**src/shared/ebcs_pkg.sv**
```systemverilog
package ebcs_pkg;
	localparam logic [7:0] OFS_BASE0 = 8'h00;
	localparam logic [7:0] OFS_MASK0 = 8'h04;
	localparam logic [7:0] OFS_CTRL0 = 8'h08;
	localparam logic [7:0] OFS_BASE1 = 8'h0c;
	localparam logic [7:0] OFS_MASK1 = 8'h10;
	localparam logic [7:0] OFS_CTRL1 = 8'h14;
	localparam logic [7:0] OFS_CONFIG = 8'h18;
	localparam logic [7:0] OFS_STATUS = 8'h1c;

	localparam logic [31:0] RST_BASE = 32'h0000_0000;
	localparam logic [31:0] RST_MASK = 32'h0000_0000;
	localparam logic [31:0] RST_CTRL = 32'h0000_0000;
	localparam logic [31:0] RST_CONFIG = 32'h0000_0000;

	localparam logic [31:0] BASE_WMASK = 32'hffff_0000;
	localparam logic [31:0] MASK_WMASK = 32'hffff_0101;
	localparam logic [31:0] CTRL_WMASK = 32'hffff_ffff;
	localparam logic [31:0] CONFIG_WMASK = 32'h0000_0007;

	localparam int MSK_VALID_BIT = 0;
	localparam int MSK_WP_BIT = 8;
	localparam int CFG_CS1_PIN_BIT = 2;
	localparam logic [9:0] REGION_TAG = 10'h001;

	localparam logic [2:0] DATA_PHASE_CYCLES = 3'h4;
	localparam logic [1:0] RESP_OKAY = 2'h0;
	localparam logic [1:0] RESP_SLVERR = 2'h2;

	typedef enum logic [1:0] {
		MODE_NONMUX8 = 2'h0,
		MODE_MUX16 = 2'h1,
		MODE_MUX8 = 2'h2
	} ebcs_mode_t;

	typedef enum logic [1:0] {
		ST_IDLE = 2'h0,
		ST_ADDR = 2'h1,
		ST_DATA = 2'h3,
		ST_DONE = 2'h2
	} ebcs_state_t;
endpackage

```
**src/logic/ebcs_bus_front.sv**
```systemverilog
`timescale 1ns/1ns
`default_nettype none
module ebcs_bus_front
	import ebcs_pkg::*;
(
	input wire logic sys_clk,
	input wire logic rst_n,
	input wire logic [7:0] awaddr,
	input wire logic awvalid,
	output logic awready,
	input wire logic [31:0] wdata,
	input wire logic [3:0] wstrb,
	input wire logic wvalid,
	output logic wready,
	output logic [1:0] bresp,
	output logic bvalid,
	input wire logic bready,
	input wire logic [7:0] araddr,
	input wire logic arvalid,
	output logic arready,
	output logic [31:0] rdata,
	output logic [1:0] rresp,
	output logic rvalid,
	input wire logic rready,
	input wire logic reqValid,
	output logic reqReady,
	input wire logic [31:0] reqAddr,
	input wire logic reqWrite,
	input wire logic [15:0] reqWdata,
	output logic rspValid,
	output logic [15:0] rspRdata,
	output logic rspError,
	output logic [19:0] extAddrOut,
	input wire logic [19:0] extAddrIn,
	output logic [19:0] extAddrOe,
	output logic [7:0] extDataOut,
	input wire logic [7:0] extDataIn,
	output logic [7:0] extDataOe,
	output logic extSelectN,
	output logic extLatchOrSelect1,
	output logic extReadEnableN,
	output logic extDirection
);
	// ========================================
	// Helpers
	function automatic logic winHit(input logic [31:0] a, input logic [31:0] base, input logic [31:0] msk);
		winHit = (((a[31:16] ^ base[31:16]) & ~msk[31:16]) == 16'h0000);
	endfunction

	function automatic logic [31:0] merge(input logic [31:0] old, input logic [31:0] d, input logic [3:0] s,
		input logic [31:0] wm);
		logic [31:0] m;
		m = {{8{s[3]}}, {8{s[2]}}, {8{s[1]}}, {8{s[0]}}};
		merge = ((old & ~m) | (d & m)) & wm;
	endfunction

	// ========================================
	// Register storage and bus slave
	logic [31:0] base0_r, mask0_r, ctrl0_r, base1_r, mask1_r, ctrl1_r, config_r;
	logic awHeld_r, wHeld_r;
	logic [7:0] awAddr_r;
	logic [31:0] wData_r;
	logic [3:0] wStrb_r;
	logic doWrite;
	logic wrMapped;
	ebcs_state_t state_r;
	logic [1:0] selPin_r;
	logic lastError_r;
	logic [31:0] statusWord;

	assign awready = !awHeld_r && !bvalid;
	assign wready = !wHeld_r && !bvalid;
	assign arready = !rvalid;
	assign doWrite = awHeld_r && wHeld_r;
	assign wrMapped = (awAddr_r <= OFS_STATUS) && (awAddr_r[1:0] == 2'h0);
	assign statusWord = {28'h0, lastError_r, selPin_r, (state_r != ST_IDLE)};

	always_ff @(posedge sys_clk) begin
		if (!rst_n) begin
			awHeld_r <= 1'b0;
			wHeld_r <= 1'b0;
			awAddr_r <= 8'h00;
			wData_r <= 32'h0000_0000;
			wStrb_r <= 4'h0;
		end else begin
			if (awvalid && awready) begin
				awHeld_r <= 1'b1;
				awAddr_r <= awaddr;
			end else if (doWrite) begin
				awHeld_r <= 1'b0;
			end
			if (wvalid && wready) begin
				wHeld_r <= 1'b1;
				wData_r <= wdata;
				wStrb_r <= wstrb;
			end else if (doWrite) begin
				wHeld_r <= 1'b0;
			end
		end
	end

	always_ff @(posedge sys_clk) begin
		if (!rst_n) begin
			bvalid <= 1'b0;
			bresp <= RESP_OKAY;
		end else if (doWrite) begin
			bvalid <= 1'b1;
			bresp <= wrMapped ? RESP_OKAY : RESP_SLVERR;
		end else if (bready) begin
			bvalid <= 1'b0;
		end
	end

	always_ff @(posedge sys_clk) begin
		if (!rst_n) begin
			base0_r <= RST_BASE;
			mask0_r <= RST_MASK;
			ctrl0_r <= RST_CTRL;
			base1_r <= RST_BASE;
			mask1_r <= RST_MASK;
			ctrl1_r <= RST_CTRL;
			config_r <= RST_CONFIG;
		end else if (doWrite) begin
			case (awAddr_r)
				OFS_BASE0: base0_r <= merge(base0_r, wData_r, wStrb_r, BASE_WMASK);
				OFS_MASK0: mask0_r <= merge(mask0_r, wData_r, wStrb_r, MASK_WMASK);
				OFS_CTRL0: ctrl0_r <= merge(ctrl0_r, wData_r, wStrb_r, CTRL_WMASK);
				OFS_BASE1: base1_r <= merge(base1_r, wData_r, wStrb_r, BASE_WMASK);
				OFS_MASK1: mask1_r <= merge(mask1_r, wData_r, wStrb_r, MASK_WMASK);
				OFS_CTRL1: ctrl1_r <= merge(ctrl1_r, wData_r, wStrb_r, CTRL_WMASK);
				OFS_CONFIG: config_r <= merge(config_r, wData_r, wStrb_r, CONFIG_WMASK);
				default: ;
			endcase
		end
	end

	always_ff @(posedge sys_clk) begin
		if (!rst_n) begin
			rvalid <= 1'b0;
			rdata <= 32'h0000_0000;
			rresp <= RESP_OKAY;
		end else if (arvalid && arready) begin
			rvalid <= 1'b1;
			rresp <= RESP_OKAY;
			case (araddr)
				OFS_BASE0: rdata <= base0_r;
				OFS_MASK0: rdata <= mask0_r;
				OFS_CTRL0: rdata <= ctrl0_r;
				OFS_BASE1: rdata <= base1_r;
				OFS_MASK1: rdata <= mask1_r;
				OFS_CTRL1: rdata <= ctrl1_r;
				OFS_CONFIG: rdata <= config_r;
				OFS_STATUS: rdata <= statusWord;
				default: begin
					rdata <= 32'h0000_0000;
					rresp <= RESP_SLVERR;
				end
			endcase
		end else if (rready) begin
			rvalid <= 1'b0;
		end
	end

	// ========================================
	// Window decode
	ebcs_mode_t mode;
	logic cs1PinSel, globalOn, inRegion, hit0, hit1, wpBlock, startOk;
	logic [1:0] selNxt;

	assign mode = ebcs_mode_t'(config_r[1:0]);
	assign cs1PinSel = config_r[CFG_CS1_PIN_BIT];
	assign globalOn = mask0_r[MSK_VALID_BIT];
	assign inRegion = (reqAddr[31:22] == REGION_TAG);
	assign hit0 = globalOn && inRegion && winHit(reqAddr, base0_r, mask0_r);
	// Select 1 only exists in non-multiplexed mode with its pin configured
	assign hit1 = globalOn && mask1_r[MSK_VALID_BIT] && inRegion && (mode == MODE_NONMUX8) && cs1PinSel &&
		winHit(reqAddr, base1_r, mask1_r);
	assign selNxt = hit0 ? 2'h1 : (hit1 ? 2'h2 : 2'h0);
	assign wpBlock = reqWrite && (hit0 ? mask0_r[MSK_WP_BIT] : mask1_r[MSK_WP_BIT]);
	assign startOk = (selNxt != 2'h0) && !wpBlock;

	// ========================================
	// Cycle sequencer
	logic [2:0] cnt_r, cntNxt;
	ebcs_state_t stateNxt;
	logic [31:0] curAddr_r;
	logic curWrite_r;
	logic [15:0] curWdata_r;
	ebcs_mode_t curMode_r;
	logic curCs1Pin_r;
	logic [1:0] curSel_r;
	logic accept;

	assign reqReady = (state_r == ST_IDLE);
	assign accept = reqValid && reqReady;

	always_comb begin
		stateNxt = state_r;
		cntNxt = cnt_r;
		case (state_r)
			ST_IDLE: if (accept && startOk) begin
				stateNxt = ST_ADDR;
			end
			ST_ADDR: begin
				stateNxt = ST_DATA;
				cntNxt = DATA_PHASE_CYCLES - 3'h1;
			end
			ST_DATA: if (cnt_r == 3'h0) begin
				stateNxt = ST_DONE;
			end else begin
				cntNxt = cnt_r - 3'h1;
			end
			ST_DONE: stateNxt = ST_IDLE;
			default: stateNxt = ST_IDLE;
		endcase
	end

	always_ff @(posedge sys_clk) begin
		if (!rst_n) begin
			state_r <= ST_IDLE;
			cnt_r <= 3'h0;
		end else begin
			state_r <= stateNxt;
			cnt_r <= cntNxt;
		end
	end

	always_ff @(posedge sys_clk) begin
		if (!rst_n) begin
			curAddr_r <= 32'h0000_0000;
			curWrite_r <= 1'b0;
			curWdata_r <= 16'h0000;
			curMode_r <= MODE_NONMUX8;
			curCs1Pin_r <= 1'b0;
			curSel_r <= 2'h0;
		end else if (accept) begin
			curAddr_r <= reqAddr;
			curWrite_r <= reqWrite;
			curWdata_r <= reqWdata;
			curMode_r <= mode;
			curCs1Pin_r <= cs1PinSel;
			curSel_r <= startOk ? selNxt : 2'h0;
		end
	end

	// ========================================
	// Pin drive, registered one cycle behind the sequencer
	logic busy, ale_r, pinSel1;
	logic [19:0] addrOutNxt, addrOeNxt;
	logic [7:0] dataOutNxt, dataOeNxt;

	assign busy = (state_r == ST_ADDR) || (state_r == ST_DATA);

	always_comb begin
		addrOutNxt = 20'h00000;
		addrOeNxt = 20'h00000;
		dataOutNxt = 8'h00;
		dataOeNxt = 8'h00;
		if (busy) begin
			addrOutNxt = curAddr_r[19:0];
			addrOeNxt = 20'hfffff;
			if (state_r == ST_DATA && curMode_r == MODE_MUX16) begin
				addrOutNxt[15:0] = curWdata_r;
				addrOeNxt[15:0] = {16{curWrite_r}};
			end else if (state_r == ST_DATA && curMode_r != MODE_NONMUX8) begin
				addrOutNxt[7:0] = curWdata_r[7:0];
				addrOeNxt[7:0] = {8{curWrite_r}};
			end
			if (curMode_r == MODE_NONMUX8 && curWrite_r) begin
				dataOutNxt = curWdata_r[7:0];
				dataOeNxt = 8'hff;
			end
		end
	end

	always_ff @(posedge sys_clk) begin
		if (!rst_n) begin
			extAddrOut <= 20'h00000;
			extAddrOe <= 20'h00000;
			extDataOut <= 8'h00;
			extDataOe <= 8'h00;
		end else begin
			extAddrOut <= addrOutNxt;
			extAddrOe <= addrOeNxt;
			extDataOut <= dataOutNxt;
			extDataOe <= dataOeNxt;
		end
	end

	always_ff @(posedge sys_clk) begin
		if (!rst_n) begin
			selPin_r <= 2'h0;
			ale_r <= 1'b0;
			extReadEnableN <= 1'b1;
			extDirection <= 1'b1;
		end else begin
			selPin_r <= busy ? curSel_r : 2'h0;
			ale_r <= (state_r == ST_ADDR);
			extReadEnableN <= !((state_r == ST_DATA) && !curWrite_r && (curSel_r != 2'h0));
			extDirection <= busy ? !curWrite_r : 1'b1;
		end
	end

	assign extSelectN = !selPin_r[0];
	// Shared pin shows select 1 only when configured so, otherwise the strobe; idle follows the live setting
	assign pinSel1 = reqReady ? (mode == MODE_NONMUX8 && cs1PinSel) : (curMode_r == MODE_NONMUX8 && curCs1Pin_r);
	assign extLatchOrSelect1 = pinSel1 ? !selPin_r[1] : ale_r;

	// ========================================
	// Read capture and response
	logic [27:0] pinsSync;

	ebcs_sync #(
		.WIDTH(28)
	) ebcs_sync_i (
		.sys_clk(sys_clk),
		.rst_n(rst_n),
		.asyncIn({extDataIn, extAddrIn}),
		.syncOut(pinsSync)
	);

	always_ff @(posedge sys_clk) begin
		if (!rst_n) begin
			rspValid <= 1'b0;
			rspRdata <= 16'h0000;
			rspError <= 1'b0;
			lastError_r <= 1'b0;
		end else begin
			rspValid <= 1'b0;
			if (accept && !startOk) begin
				rspValid <= 1'b1;
				rspError <= 1'b1;
				rspRdata <= 16'h0000;
				lastError_r <= 1'b1;
			end else if (state_r == ST_DONE) begin
				rspValid <= 1'b1;
				rspError <= 1'b0;
				lastError_r <= 1'b0;
				if (curWrite_r) begin
					rspRdata <= 16'h0000;
				end else if (curMode_r == MODE_NONMUX8) begin
					rspRdata <= {8'h00, pinsSync[27:20]};
				end else if (curMode_r == MODE_MUX16) begin
					rspRdata <= pinsSync[15:0];
				end else begin
					rspRdata <= {8'h00, pinsSync[7:0]};
				end
			end
		end
	end

	// ========================================
	// Checks
	a_ale_single: assert property (@(posedge sys_clk) disable iff (!rst_n) $rose(ale_r) |=> !ale_r)
		else $error("latch strobe longer than one clock");
	a_read_dir: assert property (@(posedge sys_clk) disable iff (!rst_n) !extReadEnableN |-> extDirection)
		else $error("read enable during write direction");
	a_oe_select: assert property (@(posedge sys_clk) disable iff (!rst_n)
		!extReadEnableN |-> (selPin_r != 2'h0) && !curWrite_r)
		else $error("read enable without read select");
	a_mux_data_idle: assert property (@(posedge sys_clk) disable iff (!rst_n)
		(curMode_r != MODE_NONMUX8) |-> (extDataOe == 8'h00))
		else $error("data pins driven in multiplexed mode");
	a_addr_phase: assert property (@(posedge sys_clk) disable iff (!rst_n)
		ale_r |-> (extAddrOut == curAddr_r[19:0]) && (extAddrOe == 20'hfffff))
		else $error("address phase does not show full address");
	a_high_addr_kept: assert property (@(posedge sys_clk) disable iff (!rst_n)
		ale_r ##1 (curMode_r == MODE_MUX16) |-> (extAddrOut[19:16] == curAddr_r[19:16]) && (&extAddrOe[19:16]))
		else $error("upper address lost in data phase");
	a_wp_error: assert property (@(posedge sys_clk) disable iff (!rst_n)
		accept && wpBlock |=> rspValid && rspError && (state_r == ST_IDLE))
		else $error("protected write did not end in error");
	a_no_window: assert property (@(posedge sys_clk) disable iff (!rst_n)
		accept && (selNxt == 2'h0) |=> (state_r == ST_IDLE) ##1 (selPin_r == 2'h0))
		else $error("cycle started without a window");
	a_cs1_mux_off: assert property (@(posedge sys_clk) disable iff (!rst_n)
		(curMode_r != MODE_NONMUX8) |-> !selPin_r[1])
		else $error("select 1 active in multiplexed mode");
	a_region_only: assert property (@(posedge sys_clk) disable iff (!rst_n)
		(selPin_r != 2'h0) |-> (curAddr_r[31:22] == REGION_TAG))
		else $error("select outside allowed region");
	a_invalid_idle: assert property (@(posedge sys_clk) disable iff (!rst_n)
		accept && !globalOn |=> rspError ##1 (selPin_r == 2'h0))
		else $error("select used before enable");
endmodule
`default_nettype wire

```
**src/logic/ebcs_sync.sv**
```systemverilog
`timescale 1ns/1ns
`default_nettype none
module ebcs_sync #(
	parameter int WIDTH = 28
) (
	input wire logic sys_clk,
	input wire logic rst_n,
	input wire logic [WIDTH-1:0] asyncIn,
	output logic [WIDTH-1:0] syncOut
);
	logic [WIDTH-1:0] stage1_r;

	// Second stage is the only reader of the first
	always_ff @(posedge sys_clk) begin
		if (!rst_n) begin
			stage1_r <= '0;
			syncOut <= '0;
		end else begin
			stage1_r <= asyncIn;
			syncOut <= stage1_r;
		end
	end
endmodule
`default_nettype wire

```
**config.mk**
```make
export PLATFORM = sky130hd
export DESIGN_NAME = ebcs_bus_front
export DESIGN_NICKNAME = d
export VERILOG_FILES = /design/src/shared/ebcs_pkg.sv /design/src/logic/ebcs_bus_front.sv /design/src/logic/ebcs_sync.sv
export SDC_FILE = /design/constraint.sdc
export NUM_CORES = 1
export LEC_CHECK = 0
export BUFFER_PORTS_ARGS = -buffer_cell sky130_fd_sc_hd__buf_2
export CORE_MARGIN = 4
export CORE_UTILIZATION = 46
export CTS_CLUSTER_DIAMETER = 120
export DETAILED_ROUTE_END_ITERATION = 8
export PLACE_DENSITY = 0.67
export SYNTH_ARGS = -nofsm -noshare
export SYNTH_HDL_FRONTEND = slang
export SYNTH_HIERARCHICAL = 1
export SYNTH_SLANG_ARGS = --single-unit
```
**constraint.sdc**
```tcl
create_clock -name sys_clk -period 3.3 [get_ports sys_clk]
set_input_delay 0.33 -clock sys_clk [delete_from_list [all_inputs] [get_ports sys_clk]]
set_output_delay 0.33 -clock sys_clk [all_outputs]
set_load 0.03 [all_outputs]
```
==> results.md <==
* Status: finished clean
* Beginning of the worst hold path: extAddrIn[15]
* Final hold vios at 0
* Fin crit share at 80.2%
* GRT Total Usage at 23.3%
* Fin crit period at 2.65 ns
* Max rail drop VDD at 408 uV
* Count of pins over their slew limit at 0
* Endpoint class of the critical path: flop
* Ys Warns at 6
* Drt total wl at 43,700 um
* Vias in the first global route at 12,400
* RD Place Congestion at 0.938
* Worst-skew pair later-pin latency at 0.53 ns
* PortBufs at 250
* Required @ worst endpoint at 3.70 ns
* Worst setup path class: reg -> reg
* Worst-path clk slew at 0.06 ns
* Vias at 12,800
* Setup crit start kind: flop
* Finished Core Util at 55.2%
* Pin count of the biggest net entering global routing at 112
* Slew of the pin with the lowest slew margin at 0.886 ns
* Fmax at 0.378 GHz
* Most frequent cells in the layout: dfxtp_1 (367), nand2_1 (363), buf_2 (249), a21boi_0 (160), nand3_1 (102)
* Total global routing overflow at 0
* Initial core utilization at 46.7%
* Slew headroom at 40.7%
* TritonCTS clock tree: yes
* Hold crit path type: in -> reg
* Hold path depth at 2
* Resize count post-CTS at 0
* Die Span X at 190 um
* Lkg Pwr at 7.04 nW
* Fin cells at 2,369
* Inst Count DP at 2,279
* Sink Count at 367
* Drt initial violations at 1,138
* WL/cell at 18.4 um
* # IOs at 257
* Worst-case clock buffer depth at 3
* Fillers at 2,998
* R2R Setup Slk at 0.65 ns
* Synthesized cell area at 0.0152 sq mm
* Avg Cell Area, Syn at 9.05 sq um
* Reg2Reg Depth at 6
* Worst EP arrival at 3.05 ns
* Die Area at 0.0361 sq mm
* Commonest non-fill, non-tap cell in the layout: dfxtp_1
* # H-tree levels at 2
* DRT Pass-1 Iters at 6
* Vias per cell at 5.39
* Post-synthesis instance total at 1,683
* Post-route DRC at 0
* Crit path max fanout at 11
* Max_cap viols at 0
* CP startpoint: awAddr_r[7]$_SDFFE_PN0P_
* Final TNS setup at 0 ns
* Share of cells above drive strength 1 at 19.8%
* Worst reg2reg path startpoint: awAddr_r[7]$_SDFFE_PN0P_
* Die height at 190 um
* ANT nets after route at 0
* CTS Root Cell: clkbuf_16
* PwrDens at 526 mW/mm^2
* RSZ-0062 raised after global routing: false
* Setup-failing EPs final at 0
* Clock skew at 0.0184 ns
* Dpl hpwl at 30,200 um
* Num rows at 66
* Final nets at 2,035
* Core footprint at 0.0326 sq mm
* First-pass GRT wire length at 67,600 um
* Num CTS Buffers at 40
* Area grow syn2layout at 18.3%
* Initial antenna violation count at 4
metal layers:
metal	vias to the layer above	GRT usage, %	part of all wire, %	routed length [um]
met1	6024	32.5	44	19100
li1	6153	-	-	-
met4	2	8.99	3.7	1620
met2	488	36.4	45	19500
met5	-	0	0.018	8
met3	97	4.00	7.8	3430
power breakdown:
part / internal (mW) / switching, mW / total [mW]
Sequential: 4.53 / 0.0893 / 4.62
Combinational: 0.223 / 0.323 / 0.546
Clock: 2.56 / 1.74 / 4.31
metrics by stage:
step	worst slack (ns)	hold slack [ns]	total power [mW]	instance area [sq um]
after floorplan	1.27	0.406	5.02	15200
after global placement	0.686	0.417	5.23	16600
after detailed placement	0.544	0.418	5.24	16600
after CTS	0.735	0.000537	9.54	18000
after global routing	0.539	0.00325	9.79	18000
final	0.653	0.0196	9.47	18000
cell type report:
cell class,count,area (sq um),share of cell area [%]
Sequential cell,367,7350,40.8
Clock buffer,64,1200,6.67
Clock inverter,5,65.1,0.361
Inverter,9,33.8,0.188
Tap cell,442,553,3.07
Antenna cell,4,10.0,0.0556
Timing Repair Buffer,310,1780,9.86
Multi-Input combinational cell,1168,7020,39.0
critical path: stages, from the launching register on:
cell and delay, ns:
dfxtp_1 0.31, or4_4 0.56, nor3_2 0.35, and4b_1 0.68, nand2_1 0.36, nand2_1 0.17, a21boi_0 0.10
worst min-delay path by stage:
stage / endpoint / slack (ns)
floorplan: ebcs_sync_i/syncOut[26]$_SDFF_PN0_ / 0.41
global placement: ebcs_sync_i/syncOut[9]$_SDFF_PN0_ / 0.42
detailed placement: ebcs_sync_i/syncOut[11]$_SDFF_PN0_ / 0.42
CTS: ebcs_sync_i/stage1_r[23]$_SDFF_PN0_ / 0.0005
global route: ebcs_sync_i/stage1_r[20]$_SDFF_PN0_ / 0.003
finish: ebcs_sync_i/stage1_r[15]$_SDFF_PN0_ / 0.02
repair_timing:
item / in CTS / in global routing
hold endpoints to repair: 17 / 0
hold buffers: 17 / 0
buffers inserted: 0 / 0
Note: power is estimated with default switching activity, not from simulation.
